--- src/core/pri_map.svh ---
// Register offsets, field positions, reset values and command codes of the priority controller.
`ifndef PRI_MAP_SVH
`define PRI_MAP_SVH

// ****************************************************************
// Register byte offsets
// ****************************************************************
`define PRI_OFF_CTRL      5'h00
`define PRI_OFF_VECTOR    5'h04
`define PRI_OFF_MASK      5'h08
`define PRI_OFF_CMD       5'h0c
`define PRI_OFF_STATUS    5'h10
`define PRI_OFF_POLL      5'h14
`define PRI_OFF_ACK       5'h18

// ****************************************************************
// Control register fields
// ****************************************************************
`define PRI_CTRL_AUTO_EOS 0
`define PRI_CTRL_FULLY    1
`define PRI_CTRL_ROTATE   2
`define PRI_CTRL_SPECIAL  3

// ****************************************************************
// Command word: opcode in bits 6:4, operand in bits 2:0
// ****************************************************************
`define PRI_CMD_NONSPEC   3'h1
`define PRI_CMD_SPEC      3'h2
`define PRI_CMD_ROT_SPEC  3'h3
`define PRI_CMD_SET_BOT   3'h4
`define PRI_CMD_POLL      3'h5
`define PRI_CMD_STAT_SEL  3'h6

// ****************************************************************
// Status select codes and reset values
// ****************************************************************
`define PRI_STAT_PENDING  2'h0
`define PRI_STAT_SERVICE  2'h1
`define PRI_STAT_MASK     2'h2
`define PRI_RST_BOTTOM    3'h7
`define PRI_RST_MASK      8'h00
`define PRI_RST_VECTOR    5'h00

`endif

--- src/core/pri_pkg.sv ---
// Types shared by the priority controller.
package pri_pkg;

    typedef enum logic [1:0]
    {
        PRI_IDLE = 2'b01,
        PRI_ANS  = 2'b10
    } pri_bus_e;

endpackage

--- src/core/pri_ctrl.sv ---
// Eight-line priority interrupt controller with an Avalon-MM register slave.
`timescale 1ns/100ps
`include "pri_map.svh"

// How it works
// - Arbitrate, raise one request, supply vector identifier.
// - Interrupt only when above current in-service level.
// - Eight request lines, any may carry subordinate.
// - Reset gives fixed priority, line zero highest.
// - After acknowledge, lower lines blocked, higher pass.
// - End-of-service command clears the in-service level.
// - Fully nested lets same line interrupt again.
// - Auto rotation makes serviced line the lowest.
// - Auto rotation happens at non-specific end-of-service; with auto end-of-service on, at acknowledge.
// - Software names bottom line; next one is highest.
// - Specific rotate end clears line, makes it bottom.
// - Bottom priority settable any time by command.
// - Each line maskable; masked lines never interrupt.
// - Masked in-service line still blocks lower lines.
// - Special mask mode lets lower lines through.
// - Poll read acknowledges and returns pending level.
// - Pending, in-service and mask readable after select.
// - Vector: five software bits, three level bits.
// - Auto end-of-service bit lets hardware clear service on acknowledge reads, not poll reads.
module pri_ctrl
    import pri_pkg::*;
#(
    parameter int LINES = 8
)
(
    input  wire logic              clk_in,
    input  wire logic              resetn_in,
    input  wire logic              ce_in,
    input  wire logic [4:0]        address_in,
    input  wire logic              read_in,
    input  wire logic              write_in,
    input  wire logic [31:0]       writedata_in,
    input  wire logic [LINES-1:0]  req_in,
    output logic      [31:0]       readdata_out,
    output logic                   waitrequest_out,
    output logic                   irq_out
);

    // ****************************************************************
    // Priority functions
    // ****************************************************************
    // Rank 0 is the highest; the line one above the bottom line holds it.
    function automatic logic [2:0] rank_of(input logic [2:0] line, input logic [2:0] bottom);
        rank_of = 3'(line - bottom - 3'h1);
    endfunction

    // Returns {valid, line} of the highest ranked set bit.
    function automatic logic [3:0] best_of(input logic [7:0] vec, input logic [2:0] bottom);
        logic [2:0] line;
        best_of = 4'h0;
        for (int k = 7; k >= 0; k--)
        begin
            line = 3'(bottom + 3'h1 + 3'(k));
            if (vec[line])
                best_of = {1'b1, line};
        end
    endfunction

    // ****************************************************************
    // State
    // ****************************************************************
    pri_bus_e       state_reg;
    logic [7:0]     pending_reg;
    logic [7:0]     mask_reg;
    logic [7:0]     in_service_reg;
    logic [7:0]     in_service_next;
    logic [2:0]     bottom_reg;
    logic [2:0]     bottom_next;
    logic [3:0]     ctrl_reg;
    logic [4:0]     vector_reg;
    logic [1:0]     stat_sel_reg;
    logic           poll_arm_reg;
    logic           poll_arm_next;
    logic           sel_valid_reg;
    logic [2:0]     sel_line_reg;
    logic [31:0]    rdata;

    wire auto_eos   = ctrl_reg[`PRI_CTRL_AUTO_EOS];
    wire fully      = ctrl_reg[`PRI_CTRL_FULLY];
    wire rotate     = ctrl_reg[`PRI_CTRL_ROTATE];
    wire special    = ctrl_reg[`PRI_CTRL_SPECIAL];

    // ****************************************************************
    // Priority resolution
    // ****************************************************************
    wire [7:0] eligible = pending_reg & ~mask_reg;
    // A masked in-service line keeps blocking unless special mask mode is on.
    wire [7:0] blocking = special ? (in_service_reg & ~mask_reg) : in_service_reg;
    wire [3:0] top_req  = best_of(eligible, bottom_reg);
    wire [3:0] top_svc  = best_of(blocking, bottom_reg);
    wire [3:0] top_isr  = best_of(in_service_reg, bottom_reg);
    wire [2:0] req_rank = rank_of(top_req[2:0], bottom_reg);
    wire [2:0] svc_rank = rank_of(top_svc[2:0], bottom_reg);
    // Fully nested lets the in-service line itself in, so a subordinate can nest.
    wire       allowed  = top_req[3] && (!top_svc[3] || req_rank < svc_rank
                          || (fully && req_rank == svc_rank));

    // ****************************************************************
    // Bus decode
    // ****************************************************************
    // An answered transfer completes even if the enable drops, since the master has already seen waitrequest low.
    wire        accept   = (state_reg == PRI_ANS);
    wire        acc_wr   = accept && write_in;
    wire        acc_rd   = accept && read_in;
    wire [2:0]  opcode   = writedata_in[6:4];
    wire [2:0]  operand  = writedata_in[2:0];
    wire        wr_cmd   = acc_wr && address_in == `PRI_OFF_CMD;
    wire        rd_ack   = acc_rd && address_in == `PRI_OFF_ACK;
    wire        rd_poll  = acc_rd && address_in == `PRI_OFF_POLL && poll_arm_reg;
    wire [7:0]  status   = (stat_sel_reg == `PRI_STAT_PENDING) ? pending_reg :
                           (stat_sel_reg == `PRI_STAT_SERVICE) ? in_service_reg : mask_reg;
    wire [7:0]  poll_byt = poll_arm_reg ? {allowed, 4'h0, top_req[2:0]} : 8'h00;
    wire [7:0]  vect_byt = {vector_reg, allowed ? top_req[2:0] : 3'h7};

    always_comb
    begin
        unique case (address_in)
            `PRI_OFF_CTRL:   rdata = {28'h0, ctrl_reg};
            `PRI_OFF_VECTOR: rdata = {24'h0, vector_reg, 3'h0};
            `PRI_OFF_MASK:   rdata = {24'h0, mask_reg};
            `PRI_OFF_STATUS: rdata = {24'h0, status};
            `PRI_OFF_POLL:   rdata = {24'h0, poll_byt};
            `PRI_OFF_ACK:    rdata = {24'h0, vect_byt};
            default:         rdata = 32'h0;
        endcase
    end

    // ****************************************************************
    // In-service, bottom and poll updates
    // ****************************************************************
    // An acknowledge uses the winner captured when the answer was prepared,
    // so the vector returned and the bit set always agree.
    always_comb
    begin
        in_service_next = in_service_reg;
        bottom_next     = bottom_reg;
        poll_arm_next   = poll_arm_reg;
        if ((rd_ack || rd_poll) && sel_valid_reg)
        begin
            if (!auto_eos || rd_poll)
                in_service_next[sel_line_reg] = 1'b1;
            else if (rotate)
                bottom_next = sel_line_reg;
        end
        if (rd_poll)
            poll_arm_next = 1'b0;
        if (wr_cmd)
        begin
            unique case (opcode)
                `PRI_CMD_NONSPEC:
                begin
                    if (top_isr[3])
                    begin
                        in_service_next[top_isr[2:0]] = 1'b0;
                        if (rotate)
                            bottom_next = top_isr[2:0];
                    end
                end
                `PRI_CMD_SPEC:
                    in_service_next[operand] = 1'b0;
                `PRI_CMD_ROT_SPEC:
                begin
                    in_service_next[operand] = 1'b0;
                    bottom_next = operand;
                end
                `PRI_CMD_SET_BOT:
                    bottom_next = operand;
                `PRI_CMD_POLL:
                    poll_arm_next = 1'b1;
                default:
                    poll_arm_next = poll_arm_next;
            endcase
        end
    end

    // ****************************************************************
    // Registers
    // ****************************************************************
    always_ff @(posedge clk_in or negedge resetn_in)
    begin
        if (!resetn_in)
        begin
            state_reg       <= PRI_IDLE;
            waitrequest_out <= 1'b1;
            readdata_out    <= 32'h0;
            sel_valid_reg   <= 1'b0;
            sel_line_reg    <= 3'h0;
        end
        else if (ce_in || accept)
        begin
            unique case (state_reg)
                PRI_IDLE:
                begin
                    if (read_in || write_in)
                    begin
                        state_reg       <= PRI_ANS;
                        waitrequest_out <= 1'b0;
                        readdata_out    <= read_in ? rdata : 32'h0;
                        sel_valid_reg   <= allowed;
                        sel_line_reg    <= top_req[2:0];
                    end
                end
                PRI_ANS:
                begin
                    state_reg       <= PRI_IDLE;
                    waitrequest_out <= 1'b1;
                end
            endcase
        end
    end

    always_ff @(posedge clk_in or negedge resetn_in)
    begin
        if (!resetn_in)
        begin
            pending_reg    <= 8'h00;
            in_service_reg <= 8'h00;
            bottom_reg     <= `PRI_RST_BOTTOM;
            poll_arm_reg   <= 1'b0;
            irq_out        <= 1'b0;
        end
        else
        begin
            if (ce_in)
            begin
                pending_reg <= req_in;
                irq_out     <= allowed;
            end
            // Bus side effects follow the answered transfer, not the enable.
            if (ce_in || accept)
            begin
                in_service_reg <= in_service_next;
                bottom_reg     <= bottom_next;
                poll_arm_reg   <= poll_arm_next;
            end
        end
    end

    always_ff @(posedge clk_in or negedge resetn_in)
    begin
        if (!resetn_in)
        begin
            ctrl_reg     <= 4'h0;
            vector_reg   <= `PRI_RST_VECTOR;
            mask_reg     <= `PRI_RST_MASK;
            stat_sel_reg <= `PRI_STAT_PENDING;
        end
        else if (acc_wr)
        begin
            if (address_in == `PRI_OFF_CTRL)
                ctrl_reg <= writedata_in[3:0];
            if (address_in == `PRI_OFF_VECTOR)
                vector_reg <= writedata_in[7:3];
            if (address_in == `PRI_OFF_MASK)
                mask_reg <= writedata_in[7:0];
            if (wr_cmd && opcode == `PRI_CMD_STAT_SEL)
                stat_sel_reg <= operand[1:0];
        end
    end
endmodule // pri_ctrl

--- config.mk ---
export PLATFORM = sky130hd
export DESIGN_NAME = pri_ctrl
export DESIGN_NICKNAME = d
export VERILOG_FILES = /design/src/core/pri_pkg.sv /design/src/core/pri_ctrl.sv
export VERILOG_INCLUDE_DIRS = /design/src /design/src/core
export SDC_FILE = /design/constraint.sdc
export NUM_CORES = 1
export LEC_CHECK = 0
export BUFFER_PORTS_ARGS = -buffer_cell sky130_fd_sc_hd__clkbuf_2
export CAP_MARGIN = 15
export CELL_PAD_IN_SITES_DETAIL_PLACEMENT = 1
export CELL_PAD_IN_SITES_GLOBAL_PLACEMENT = 2
export CORE_ASPECT_RATIO = 0.8
export CORE_MARGIN = 1.5
export CORE_UTILIZATION = 39
export DETAILED_ROUTE_END_ITERATION = 16
export PLACE_DENSITY_LB_ADDON = 0.1
export SLEW_MARGIN = 15
export SYNTH_ARGS = -nofsm -noshare
export SYNTH_HDL_FRONTEND = slang
export SYNTH_SLANG_ARGS = --single-unit
--- constraint.sdc ---
create_clock -name clk_in -period 8.95 [get_ports clk_in]
set_clock_uncertainty 0.15 [all_clocks]
set_input_delay 1.3425 -clock clk_in [delete_from_list [all_inputs] [get_ports clk_in]]
set_output_delay 1.3425 -clock clk_in [all_outputs]
set_load 0.005 [all_outputs]
* Word level (Yosys, flattened, before mapping)
Index checks and enable logic that the tools add are counted.
** Word-level totals
- Bits in registers :: 79
- Memories kept :: 0
- RAM bits :: 0
- Word-level logic and storage cells :: 201
- Output and inout port bits :: 34
- ROM bits :: 0
- Input bits :: 50
- Bits in latches :: 0
** Operators by class
- Multiplexer cells :: 104
- Reductions and logical operators :: 31
- $mul :: 0
- $add $sub $neg :: 12
- Equal/unequal tests :: 17
- Bitwise operators :: 8
- Shift operators :: 0
- Div/mod/pow operators :: 0
- Magnitude comparators :: 15
** Operators with widths (number)
- $mux W4 :: 24
- $bmux W1 S3 :: 24
- $mux W8 :: 8
- $pmux W8 S6 :: 1
- $lt A3 B4 Y1 const B :: 11
- $and A8 B8 Y8 :: 4
- $mux W32 :: 1
- $mux W1 :: 31
- $not A8 Y8 :: 3
- $mux W3 :: 7
- $pmux W8 S2 :: 1
- $eq A5 B5 Y1 const B :: 3
- $logic_and A1 B1 Y1 :: 13
- $add A3 B3 Y3 const B :: 4
- $eq A5 B4 Y1 const B :: 2
- $reduce_and A2 Y1 :: 5
- $demux W1 S3 :: 3
- $eq A3 B3 Y1 const B :: 3
- $ge A3 B1 Y1 const B :: 3
- $or A8 B8 Y8 :: 1
- $add A3 B1 Y3 const B :: 2
- $add A3 B2 Y3 const B :: 2
- $eq A3 B2 Y1 const B :: 2
- $logic_or A1 B1 Y1 :: 6
- 18 further kinds :: 23

* Logic depth before layout (Yosys ltp)
Gate-level depths: netlist of the first run.
- Word-level depth :: 22
- Gate-level depth with buffers :: 25
- Gate-level depth less buffers :: 20

* Worst setup path before layout of the first run
No wires, ideal clock.
- Kind :: reg2reg
- From :: reg bottom_reg[0]
- To :: reg readdata_out[1]
- Path buffers :: 5
- Library setup time :: 139 ps
- Data arrival time :: 5201 ps
- Period minus slack after synthesis :: 5490 ps
- Data required time :: 8661 ps
- Stages on the path, launching flop included :: 25
- Setup slack :: 3460 ps
- Cell sequence :: dfstp_2 -> buf_6 -> inv_2 -> buf_6 -> clkbuf_1 -> ha_1 -> buf_2 -> buf_6 -> xnor2_1 -> mux4_2 -> o21ai_0 -> a21oi_1 -> nand2b_1 -> a21o_1 -> a21oi_1 -> ha_1 -> fa_1 -> inv_1 -> ha_1 -> a21o_1 -> a21oi_1 -> a41oi_1 -> a21o_1 -> a311oi_1 -> a211oi_1
** On the way
- Word-level cells in the longest chain between the ends :: 21
- Elaborated cells on any way between the ends :: 71
- Classes of those cells :: add/sub: 12; order compare: 1; eq/ne: 1; mux: 52; reduce/logical: 5
** RTL lines
- from (decl) :: RTL line pri_ctrl.sv:72 : logic [2:0] bottom_reg;
- from (signal assigned) :: RTL line pri_ctrl.sv:223 : bottom_reg <= `PRI_RST_BOTTOM;
- from (signal assigned) :: RTL line pri_ctrl.sv:238 : bottom_reg <= bottom_next;
- $add A3 B1 Y3 :: RTL line pri_ctrl.sv:58 : line = 3'(bottom + 3'h1 + 3'(k));
- $add A3 B3 Y3 :: RTL line pri_ctrl.sv:58
- $bmux W1 S3 :: RTL line pri_ctrl.sv:59 : if (vec[line])
- $mux W1 (not written as such) :: RTL line pri_ctrl.sv:59
- $mux W4 (8 in a row) :: RTL line pri_ctrl.sv:59
- $sub A3 B3 Y3 :: RTL line pri_ctrl.sv:49 : rank_of = 3'(line - bottom - 3'h1);
- $sub A3 B1 Y3 :: RTL line pri_ctrl.sv:49
- $lt A3 B3 Y1 / $eq A3 B3 Y1 (equally long branches) :: RTL line pri_ctrl.sv:100, pri_ctrl.sv:101
- $logic_or A1 B1 Y1 / $logic_and A1 B1 Y1 (equally long branches) :: RTL line pri_ctrl.sv:100, pri_ctrl.sv:101
- $logic_or A1 B1 Y1 :: RTL line pri_ctrl.sv:101 : || (fully && req_rank == svc_rank));
- $logic_and A1 B1 Y1 :: RTL line pri_ctrl.sv:100 : wire allowed = top_req[3] && (!top_svc[3] || req_rank < svc_rank
- $mux W3 :: RTL line pri_ctrl.sv:118 : wire [7:0] vect_byt = {vector_reg, allowed ? top_req[2:0] : 3'h7};
- $pmux W8 S6 (*) :: RTL line pri_ctrl.sv:122 : unique case (address_in)
- $mux W32 (*) :: RTL line pri_ctrl.sv:203 : readdata_out <= read_in ? rdata : 32'h0;
- to (signal assigned) :: RTL line pri_ctrl.sv:203
- to (decl) :: RTL line pri_ctrl.sv:39 : output logic [31:0] readdata_out,
Mark *: on every way between the ends. The rest lies on a longest branch, timed or not. The select of a mux whose other input is x is not followed.
A chain may end at the register's enable or synchronous reset.

* Final worst setup path of the first run
- From :: reg bottom_reg[0]
- To :: reg readdata_out[1]
** On the way
- Word-level cells in the longest chain between the ends :: 21
- Elaborated cells on any way between the ends :: 71
- Classes of those cells :: add/sub: 12; order compare: 1; eq/ne: 1; mux: 52; reduce/logical: 5
** RTL lines
- $add A3 B1 Y3 (*) :: RTL line pri_ctrl.sv:58
- $add A3 B3 Y3 :: RTL line pri_ctrl.sv:58
- $bmux W1 S3 :: RTL line pri_ctrl.sv:59
- $mux W1 (not written as such) :: RTL line pri_ctrl.sv:59
- $mux W4 (7 in a row) :: RTL line pri_ctrl.sv:59
- $mux W4 (*) :: RTL line pri_ctrl.sv:59
- via top_req[0] :: RTL line pri_ctrl.sv:94 : wire [3:0] top_req = best_of(eligible, bottom_reg);
- $sub A3 B3 Y3 (*) :: RTL line pri_ctrl.sv:49
- $sub A3 B1 Y3 (*) :: RTL line pri_ctrl.sv:49
- $lt A3 B3 Y1 / $eq A3 B3 Y1 (equally long branches) :: RTL line pri_ctrl.sv:100, pri_ctrl.sv:101
- $logic_or A1 B1 Y1 / $logic_and A1 B1 Y1 (equally long branches) :: RTL line pri_ctrl.sv:100, pri_ctrl.sv:101
- $logic_or A1 B1 Y1 (*) :: RTL line pri_ctrl.sv:101
- $logic_and A1 B1 Y1 (*) :: RTL line pri_ctrl.sv:100
- $mux W3 (*) :: RTL line pri_ctrl.sv:118
- $pmux W8 S6 (*) :: RTL line pri_ctrl.sv:122
- $mux W32 (*) :: RTL line pri_ctrl.sv:203
The timed path passes the listed nets; every way through them passes the cells marked *. The select of a mux whose other input is x is not followed.

==> metrics, run 1 <==
Skew-Pair Late Insertion Delay=~0.3 ns; Worst EP arrival=6.50 ns; largest area contributor in the netlist=dfrtp_1; Final Hold Fails=0; number of global-route vias before repair=5195; Peak VDD IR=0.08344 mV; sw frac=0.4048; Max-Cap Viols=0; critical path class=reg -> reg; DR pass1 iterations=5; pwr dens=168.0 nW/um2; CTS H-tree depth=2; drt via density=6.275; CTS Sinks=54; sequential area share after synthesis=0.2355; Starting Density=0.4014; initial drt markers=350; gr usage total=0.2489; Max stage delay on crit path=0.86 ns; final setup TNS=0 ns; detailed-placement wirelength estimate=14.47 mm; Max transition margin=0.2740; Root Driver=clkbuf_16; status=complete, no violations; DIE AREA=15510 um2; IO Pins=84; Post-Synthesis Cells=638; EDFF count, synth=0; Worst Max-Slew Pin Slew=around 1.1 ns; # nets final=706; post-synth top area share=0.2173; P_sw=412.3 uW; Main synth FF type=dfrtp_1; CP max stage cell=dfstp_2; share of cells above drive strength 1=0.2068; # setup viols final=0; WP data required=8.96 ns; CTS Hold Bufs=0; post-synth cell types=74; clock power share=0.218; area delta synth->final=5.280%; largest net degree at the start of global routing=55; yosys warns=0; crit path cell chain=inv_2, ha_2, buf_4, mux4_2, mux2i_1, a21oi_1, o21ai_0, a221oi_1, o311ai_1, inv_1, ha_1, fa_1, xnor2_1, xnor2_1, ha_1, a21oi_1, a41oi_1, a21o_1, a311oi_1, a211oi_1; combinational group share of total power=0.438; Pwr Total=1019 uW; leakage power=0.002477 uW; fin crit period=roughly 6.5 ns; Filler Cell Count=1723; FF+latch count, synth=54; register area=1356 um2; Avg Cell Area, Syn=approximately 9.0 um2; post-CTS setup repair buffer count=0; Layout Cells excl Fill=832; Crit path max-delay family=compound AO/OA/AOI/OAI gates; die width=about 140 um; routability cong.=0.8671; Post-synth ARST share=1.000; routed vias=5221; Mapped Area=5758 um2; diodes inserted=0; TritonCTS clock tree=built; quantity of I/O buffers inserted on ports=35; CP Launch Type=register; Worst setup EP type=register; drt drc=0; fmax=0.1541 GHz; Num CTS Buffers=5; fin crit share=0.7253; Sequential Power Share=0.343; fin. max-slew vios=0; Routed Wire Length=about 19 mm; remaining antenna violation count after routing=0; Critical Path Fanout Max=50; top cells by area, synth=dfrtp_1 22%, mux4_2 11%, mux2_2 8.2%; Clock transition at path regs=0.07 ns; remaining global-route overflow=0; Tightest Hold Check Type=reg -> reg; Post-Place Worst Slack=approximately 2.5 ns; Crit path buffers/inverters=3; die height=111.7 um; Std-Cell Rows=39; P_int=606.3 uW; WL/cell=about 23 um; core area=14350 um2; CTS resizes=0; Clock Tree Buf Depth=2; first-pass GRT wire length=30.15 mm; Post-Place Cells=between 800 and 900; Worst Setup Slack, final=2.459 ns; RSZ-0062 raised after global routing=no; multi-input logic area=between 4000 and 5000 um2; initial antenna violation count=0
==> area by class of cell <==
type | count | share of cell area
timing repair buffer | 40 | 0.03509
clock buffer | 7 | 0.02188
sequential | 54 | 0.2237
tap | 184 | 0.03798
multi-input combinational | 525 | 0.6634
inverter | 21 | 0.01300
clock inverter | 1 | 0.004954
==> worst reg2reg max path: cells and delay by family, from the launching register on <==
family / cells / cell delay (ns)
xor+xnor: 2 / 0.31
flops: 1 / 0.86
mux: 2 / 1.11
buf+inv: 3 / 1.03
compound gates: 9 / 1.47
fa+ha+maj: 4 / 1.41
==> placed cells by master (no fill, tap or decap), types with 4 or more instances in the layout <==
| master | n |
|---|---|
| nand2_1 | 64 |
| dfrtp_1 | 50 |
| a21oi_1 | 44 |
| mux2_2 | 42 |
| o21ai_0 | 39 |
| nor2_1 | 39 |
| mux2i_1 | 35 |
| clkbuf_2 | 35 |
| mux4_2 | 27 |
| conb_1 | 24 |
| inv_1 | 19 |
| nand2b_1 | 16 |
| nor2b_1 | 13 |
| o22ai_1 | 11 |
| a21boi_0 | 9 |
| nand3_1 | 9 |
| a211oi_1 | 8 |
| a31oi_1 | 8 |
| a22oi_1 | 7 |
| nor3_1 | 7 |
| a21o_1 | 7 |
| o211ai_1 | 6 |
| o21ai_1 | 6 |
| ha_1 | 6 |
| xnor2_1 | 5 |
| nand4_1 | 5 |
| and2_1 | 5 |
| clkbuf_16 | 5 |
| buf_4 | 5 |
| o31ai_1 | 4 |
| a221oi_1 | 4 |
| a221o_1 | 4 |
| nor4_1 | 4 |
| a22o_1 | 4 |
| a222oi_1 | 4 |
| dfstp_2 | 4 |
==> per-stage QoR <==
| stage | hold slack [ns] | instance area, um2 | util |
|---|---|---|---|
| global placement | 0.3114 | 5899 | 0.4112 |
| CTS | 0.3388 | 6062 | 0.4226 |
| floorplan | 0.2981 | 5844 | - |
| detailed placement | 0.3243 | 5899 | 0.4112 |
| finish | 0.3281 | 6062 | 0.4226 |
| global route | 0.3695 | 6062 | 0.4226 |
==> synth_stat cells, types with 4 or more instances <==
| library cell | n |
|---|---|
| nand4_1 | 5 |
| a221oi_1 | 4 |
| buf_4 | 26 |
| o31ai_1 | 4 |
| a221o_1 | 4 |
| nor2b_1 | 13 |
| a22o_1 | 4 |
| xnor2_1 | 5 |
| nor2_1 | 39 |
| ha_1 | 7 |
| o21ai_1 | 6 |
| dfstp_2 | 4 |
| nand2b_1 | 16 |
| inv_1 | 19 |
| nand3_1 | 9 |
| o21ai_0 | 39 |
| a21o_1 | 7 |
| and2_1 | 5 |
| buf_2 | 6 |
| mux4_2 | 27 |
| nor4_1 | 4 |
| dfrtp_1 | 50 |
| a211oi_1 | 8 |
| a22oi_1 | 7 |
| nand2_1 | 64 |
| o211ai_1 | 6 |
| a31oi_1 | 8 |
| a222oi_1 | 4 |
| clkbuf_1 | 19 |
| a21boi_0 | 9 |
| nor3_1 | 7 |
| a21oi_1 | 44 |
| mux2i_1 | 35 |
| mux2_2 | 42 |
| o22ai_1 | 11 |
| buf_6 | 6 |
==> power groups by stage <==
stage	sequential, uW	combinational [uW]	clock (uW)
finish	350	446	222
global route	357	492	238
CTS	348	443	226
detailed placement	353	441	0
global placement	348	422	0
floorplan	316	351	0
==> path summary, 6_finish.rpt <==
kind,from,to,slack [ns],cells after the start
setup / recovery,bottom_reg[0],readdata_out[1],2.46,20
min in group asynchronous,resetn_in,stat_sel_reg[1],1.01,2
hold / removal,readdata_out[5],readdata_out[5],0.33,2
setup reg to reg,bottom_reg[0],readdata_out[1],2.46,20
hold reg to reg,readdata_out[5],readdata_out[5],0.33,2
max in group asynchronous,resetn_in,state_reg[1],7.12,2
==> layer usage <==
metal / track usage / wire, um / vias to the layer above
met3: 0.04172 / 987 / 20
li1: - / - / 2369
met4: 0.05278 / 257 / 0
met5: 0 / 0 / -
met2: 0.3762 / 8186 / 160
met1: 0.3739 / 9610 / 2672
==> logic make-up after synthesis <==
group / count (synthesis) / share of synthesized area
DFF: 54 / 0.2355
muxes: 106 / 0.2564
buffers and inverters: 82 / 0.08149
adders and majority gates: 9 / 0.02216
xor gates and xnor gates: 12 / 0.03107
AOI/OAI and AO/OA: 193 / 0.2195
other: 1 / 0.0006513
and+or+nand+nor: 181 / 0.1532
No activity file was read; power rests on OpenSTA's default activity.
==> run 2, diff against run 1 <==
--- a/config.mk
+++ b/config.mk
@@ -6,13 +6,14 @@
 export SDC_FILE = /design/constraint.sdc
 export NUM_CORES = 1
 export LEC_CHECK = 0
+export ABC_AREA = 1
 export BUFFER_PORTS_ARGS = -buffer_cell sky130_fd_sc_hd__clkbuf_2
 export CAP_MARGIN = 15
 export CELL_PAD_IN_SITES_DETAIL_PLACEMENT = 1
 export CELL_PAD_IN_SITES_GLOBAL_PLACEMENT = 2
 export CORE_ASPECT_RATIO = 0.8
 export CORE_MARGIN = 1.5
-export CORE_UTILIZATION = 39
+export CORE_UTILIZATION = 30
 export DETAILED_ROUTE_END_ITERATION = 16
 export PLACE_DENSITY_LB_ADDON = 0.1
 export SLEW_MARGIN = 15
==> constraint.sdc (replaced) <==
create_clock -name clk_in -period 6.7 [get_ports clk_in]
set_clock_uncertainty 0.15 [all_clocks]
set_input_delay 1.005 -clock clk_in [delete_from_list [all_inputs] [get_ports clk_in]]
set_output_delay 1.005 -clock clk_in [all_outputs]
set_load 0.005 [all_outputs]
==> metrics, run 2 <==
Avg Cell Area, Syn=6.077 um2 (was 9.025 um2); WP data required=6.79 ns (was 8.96 ns); initial antenna violation count=0 (unchanged); routability cong.=0.8424 (was 0.8671); initial drt markers=239 (was 350); # setup viols final=0 (unchanged); die height=119.0 um (was 111.7 um); status=complete, no violations (unchanged); most frequent cells after synthesis=300 x nand2_1, 108 x nand3_1, 84 x inv_1, 57 x a21oi_1, 50 x dfrtp_1 (was 64 x nand2_1, 50 x dfrtp_1, 44 x a21oi_1, 42 x mux2_2); RSZ-0062 raised after global routing=no (unchanged); Mapped Area=5044 um2 (was 5758 um2); Post-Synthesis Cells=830 (was 638); gr usage total=0.2300 (was 0.2489); fin crit period=5.312 ns (was 6.491 ns); fmax=0.1882 GHz (was 0.1541 GHz); Worst setup EP type=register (unchanged); Root Driver=clkbuf_16 (unchanged); Post-synth ARST share=1.000 (unchanged); Hold Crit Depth=2 (unchanged); Final Hold Fails=0 (unchanged); DIE AREA=17600 um2 (was 15510 um2); most frequent CP cell=nand2_1; Max-Cap Viols=0 (unchanged); CP Depth=32 (was 20); area delta synth->final=8.410% (was 5.280%); TritonCTS clock tree=built (unchanged); die width=148.0 um (was 138.9 um); Clock Tree Buf Depth=2 (unchanged); Layout Cells excl Fill=1079 (was 832); count leader, synth=nand2_1 (unchanged); Post-Place Cells=1070 (was 824); Filler Cell Count=2225 (was 1723); CTS Hold Bufs=0 (unchanged); largest net degree at the start of global routing=55 (unchanged); Skew-Pair Late Insertion Delay=0.30 ns (about the same); depth of the worst register-to-register path=32 (was 20); FF+latch count, synth=54 (unchanged); Main synth FF type=dfrtp_1 (unchanged); Crit path buffers/inverters=6 (was 3); DR pass1 iterations=4 (was 5); final setup TNS=0 ns (unchanged); detailed-placement wirelength estimate=15.39 mm (was 14.47 mm); Std-Cell Rows=42 (was 39); first-pass GRT wire length=31.57 mm (was 30.15 mm); Clock transition at path regs=0.08 ns (was 0.07 ns); fin crit share=0.7929 (was 0.7253); CTS H-tree depth=2 (unchanged); Routed Wire Length=19.19 mm (was 19.04 mm); post-synth top area share=0.2481 (was 0.2173); most frequent cells in the layout=300 x nand2_1, 108 x nand3_1, 84 x inv_1 (was 64 x nand2_1, 50 x dfrtp_1, 44 x a21oi_1); EDFF count, synth=0 (unchanged); drt via density=5.113 (was 6.275); critical path class=reg -> reg (unchanged); Critical Path Fanout Max=17 (was 50); routed vias=5517 (was 5221); diodes inserted=0 (unchanged); Starting Density=0.3057 (was 0.4014); top cells by area, synth=dfrtp_1 25%, nand2_1 22%, nand3_1 11% (was dfrtp_1 22%, mux4_2 11%, mux2_2 8.2%); remaining antenna violation count after routing=0 (unchanged); largest area contributor in the netlist=dfrtp_1 (unchanged); sequential area share after synthesis=0.2689 (was 0.2355); fin. max-slew vios=0 (unchanged); CTS Sinks=54 (unchanged); drt drc=0 (unchanged); share of cells above drive strength 1=0.09080 (was 0.2068); core area=16500 um2 (was 14350 um2); Worst EP arrival=5.40 ns (was 6.50 ns); number of global-route vias before repair=5765 (was 5195); yosys warns=0 (unchanged); IO Pins=84 (unchanged); Crit path max-delay family=simple AND/OR/NAND/NOR gates (was compound AO/OA/AOI/OAI gates); Num CTS Buffers=5 (unchanged); remaining global-route overflow=0 (unchanged); CTS resizes=0 (unchanged); # nets final=917 (was 706); most common cell after layout, fill and taps aside=nand2_1 (unchanged); CP Launch Type=register (unchanged); WL/cell=17.78 um (was 22.89 um); post-CTS setup repair buffer count=0 (unchanged); Max stage delay on crit path=0.54 ns (was 0.86 ns); CP max stage cell=dfstp_2 (unchanged); post-synth cell types=45 (was 74); Max transition margin=0.3869 (was 0.2740); quantity of I/O buffers inserted on ports=35 (unchanged); Tightest Hold Check Type=reg -> reg (unchanged); Worst Max-Slew Pin Slew=0.9196 ns (was 1.079 ns)
-- run 2: final cells by class --
type	instances	area (um2)	share of cell area
inverters	92	345.3	0.06316
clock inverters	3	21.27	0.003890
repair buffers	43	232.7	0.04256
flip-flops and latches	54	1356	0.2481
well taps	220	275.3	0.05034
multi-input cells	662	3112	0.5691
clock buffers	5	125.1	0.02288
-- run 2: layer usage --
layer | vias up | GRT usage | part of all wire
li1 | 2735 | - | -
met1 | 2678 | 0.3362 | 0.50
met2 | 92 | 0.3706 | 0.44
met3 | 12 | 0.02759 | 0.048
met4 | 0 | 0.03156 | 0.0073
met5 | - | 0 | 0
-- run 2: worst paths after layout --
check	start	to	slack [ns]
setup / recovery	bottom_reg[0]	readdata_out[2]	1.39
hold / removal	readdata_out[7]	readdata_out[7]	0.33
setup reg to reg	bottom_reg[0]	readdata_out[2]	1.39
hold reg to reg	readdata_out[7]	readdata_out[7]	0.33
max in group asynchronous	resetn_in	in_service_reg[7]	5.23
min in group asynchronous	resetn_in	readdata_out[5]	0.68
-- run 2: per-stage QoR --
step	worst slack [ns]	instance area, um2	util	hold slack, ns
floorplan	2.029	5130	-	0.2960
global placement	1.547	5316	0.3222	0.3124
detailed placement	1.417	5316	0.3222	0.3168
CTS	1.391	5463	0.3311	0.3369
global route	0.8559	5468	0.3314	0.3590
finish	1.388	5468	0.3314	0.3308
-- run 2: kinds of logic after synthesis --
kind of cell | after synthesis | share of synthesized area
fa+ha+maj | 9 | 0.02530
buf+inv | 137 | 0.1312
mux | 1 | 0.001985
flops | 54 | 0.2689
compound gates | 147 | 0.1645
simple gates | 478 | 0.4021
xor+xnor | 3 | 0.005211
other cells | 1 | 0.0007435
-- run 2: worst reg2reg max path, delay by kind of cell, from the launching register on --
kind / cells / cell delay (ns)
AO/OA/AOI/OAI: 5 / 0.57
XOR/XNOR: 1 / 0.22
adder cells (fa/ha/maj): 4 / 1.35
buffers and inverters: 6 / 0.85
flip-flops: 1 / 0.54
AND/OR/NAND/NOR: 16 / 1.58
Power of run 2 is left out: the tool's default activity adds up to more than one toggle a clock period on the data nets, which glitch-free logic cannot reach.
==> run 3, diff against run 2 <==
--- a/config.mk
+++ b/config.mk
@@ -6,14 +6,14 @@
 export SDC_FILE = /design/constraint.sdc
 export NUM_CORES = 1
 export LEC_CHECK = 0
-export ABC_AREA = 1
+export ABC_AREA = 0
 export BUFFER_PORTS_ARGS = -buffer_cell sky130_fd_sc_hd__clkbuf_2
 export CAP_MARGIN = 15
 export CELL_PAD_IN_SITES_DETAIL_PLACEMENT = 1
 export CELL_PAD_IN_SITES_GLOBAL_PLACEMENT = 2
 export CORE_ASPECT_RATIO = 0.8
 export CORE_MARGIN = 1.5
-export CORE_UTILIZATION = 30
+export CORE_UTILIZATION = 36
 export DETAILED_ROUTE_END_ITERATION = 16
 export PLACE_DENSITY_LB_ADDON = 0.1
 export SLEW_MARGIN = 15
==> constraint.sdc (replaced) <==
create_clock -name clk_in -period 4.9 [get_ports clk_in]
set_clock_uncertainty 0.15 [all_clocks]
set_input_delay 0.735 -clock clk_in [delete_from_list [all_inputs] [get_ports clk_in]]
set_output_delay 0.735 -clock clk_in [all_outputs]
set_load 0.005 [all_outputs]
==> metrics, run 3 (synthesis gave the netlist of run 1 again) <==
initial antenna violation count=0 (unchanged); CP Launch Type=register (unchanged); multi-input logic area=4185 um2 (was 3112 um2); initial drt markers=393 (was 239); Max-Cap Viols=0 (unchanged); routability cong.=0.8913 (was 0.8424); CTS Hold Bufs=0 (unchanged); first-pass GRT wire length=32.04 mm (was 31.57 mm); detailed-placement wirelength estimate=15.89 mm (was 15.39 mm); Root Driver=clkbuf_16 (unchanged); critical path class=reg -> reg (unchanged); drt drc=0 (unchanged); Peak VDD IR=0.1519 mV; IO Pins=84 (unchanged); largest net degree at the start of global routing=47 (was 55); die width=144.4 um (was 148.0 um); fmax=0.2105 GHz (was 0.1882 GHz); most common cell after layout, fill and taps aside=nand2_1 (unchanged); area delta synth->final=15.41% (was 8.410%); Starting Density=0.3668 (was 0.3057); sw frac=0.4066; remaining global-route overflow=0 (unchanged); quantity of I/O buffers inserted on ports=35 (unchanged); Worst Max-Slew Pin Slew=1.033 ns (was 0.9196 ns); Critical Path Fanout Max=8 (was 17); P_sw=just over 800 uW; Filler Cell Count=1872 (was 2225); leakage power=~0.0028 uW; core area=15700 um2 (was 16500 um2); diodes inserted=0 (unchanged); share of cells above drive strength 1=0.2950 (was 0.09080); WP data required=4.94 ns (was 6.79 ns); final setup TNS=0 ns (unchanged); clock power share=0.208; GRT busiest layer=met1 (was met2); Num CTS Buffers=5 (unchanged); WL/cell=22.56 um (was 17.78 um); Layout Cells excl Fill=910 (was 1079); register area=1358 um2 (was 1356 um2); Pwr Total=2020 uW; CTS Sinks=54 (unchanged); Tightest Hold Check Type=in -> async (was reg -> reg); status=complete, no violations (unchanged); CP max stage cell=dfstp_2 (unchanged); routed vias=5466 (was 5517); Final Hold Fails=0 (unchanged); die height=116.1 um (was 119.0 um); finished layout cell area=6645 um2 (was 5468 um2); fin crit period=4.750 ns (was 5.312 ns); Worst setup EP type=register (unchanged); drt via density=6.007 (was 5.113); met2 global-route usage=0.3789 (was 0.3706); most frequent cells in the layout=64 x nand2_1, 50 x buf_4, 49 x dfrtp_1 (was 300 x nand2_1, 108 x nand3_1, 84 x inv_1); Sequential Power Share=0.309; fin. max-slew vios=0 (unchanged); Crit path max-delay family=adder cells (was simple AND/OR/NAND/NOR gates); Util after Layout=0.4233 (was 0.3314); met3 GRT Util=0.04018 (was 0.02759); Std-Cell Rows=41 (was 42); CTS H-tree depth=2 (unchanged); TritonCTS clock tree=built (unchanged); Crit path buffers/inverters=4 (was 6); number of global-route vias before repair=5407 (was 5765); pwr dens=303.9 nW/um2; Clock Tree Buf Depth=2 (unchanged); P_int=1198 uW; # setup viols final=0 (unchanged); Max transition margin=0.3048 (was 0.3869); crit path cell chain=inv_6, ha_4, mux4_2, buf_4, o32a_1, o311ai_2, inv_1, ha_1, fa_2, xnor2_2, xnor2_1, ha_1, a21oi_2, a41oi_2, a21oi_2, buf_4, mux2_2; DR pass1 iterations=5 (was 4); remaining antenna violation count after routing=0 (unchanged); Skew-Pair Late Insertion Delay=0.31 ns (was 0.30 ns); DIE AREA=16770 um2 (was 17600 um2); combinational group share of total power=0.482; Worst EP arrival=4.79 ns (was 5.40 ns); Routed Wire Length=20.53 mm (was 19.19 mm); Post-Place Cell Area=6284 um2 (was 5316 um2); GR met1 Demand/Resource=0.3914 (was 0.3362); Clock transition at path regs=0.08 ns (about the same); fin crit share=0.9693 (was 0.7929); Post-Place Cells=889 (was 1070); gr usage total=0.2544 (was 0.2300); # nets final=753 (was 917); Max stage delay on crit path=0.65 ns (was 0.54 ns)
run 3: changes by cell type in the layout (fill, tap and decap cells not counted), moves of 7 or more:
cell / before / now
mux2i_1: 1 / 32
nand2b_1: 0 / 16
mux2_2: 0 / 42
a21boi_1: 0 / 7
nand3_1: 108 / 9
a21o_1: 0 / 7
mux4_2: 0 / 27
o21ai_0: 43 / 36
a21oi_1: 57 / 41
nand2_1: 300 / 64
buf_4: 7 / 50
inv_1: 84 / 19
nor2b_1: 0 / 13
run 3: through the flow:
stage	setup slack (ns)	hold WS, ns
5_1_grt	-0.01586	0.1400
3_5_place_dp	-0.02853	0.3195
4_1_cts	0.009851	0.1288
3_3_place_gp	0.07272	0.3146
6_report	0.1502	0.1241
2_1_floorplan	-0.1019	0.2894
run 3: repair_timing:
action / 4_1_cts / 5_1_grt
endpoints found under the hold margin: 0 / 0
gates resized for setup: 2 / 20
buffers inserted: 0 / 13
pin swaps: 0 / 8
gates cloned: 0 / 0
setup endpoints to repair: 1 / 6
run 3: layout make-up:
class                   count  share of cell area
flip-flops and latches     54              0.2043
well taps                 215             0.04048
multi-input cells         525              0.6298
clock inverters             3            0.006025
repair buffers             87             0.08755
inverters                  21             0.01299
clock buffers               5             0.01883
run 3: metal layers:
layer / vias to the layer above / wire length (um)
met4: 0 / 204
li1: 2473 / -
met2: 178 / 8921
met5: - / 0
met1: 2802 / 10250
met3: 13 / 1147
run 3: worst paths after layout:
path	from	endpoint	slack [ns]	depth (start not counted)
setup reg to reg	bottom_reg[0]	irq_out	0.15	17
setup / recovery	bottom_reg[0]	irq_out	0.15	17
hold reg to reg	readdata_out[3]	readdata_out[3]	0.33	2
max in group asynchronous	resetn_in	ctrl_reg[3]	3.56	2
hold / removal	resetn_in	in_service_reg[7]	0.12	1
min in group clk_in	readdata_out[3]	readdata_out[3]	0.33	2
run 3: power groups by stage:
stage / Clock, uW / Combinational [uW] / Sequential (uW)
finish: 420 / 974 / 625
global route: 444 / 1060 / 637
CTS: 424 / 901 / 619
detailed placement: 0 / 897 / 626
global placement: 0 / 869 / 623
floorplan: 0 / 672 / 578
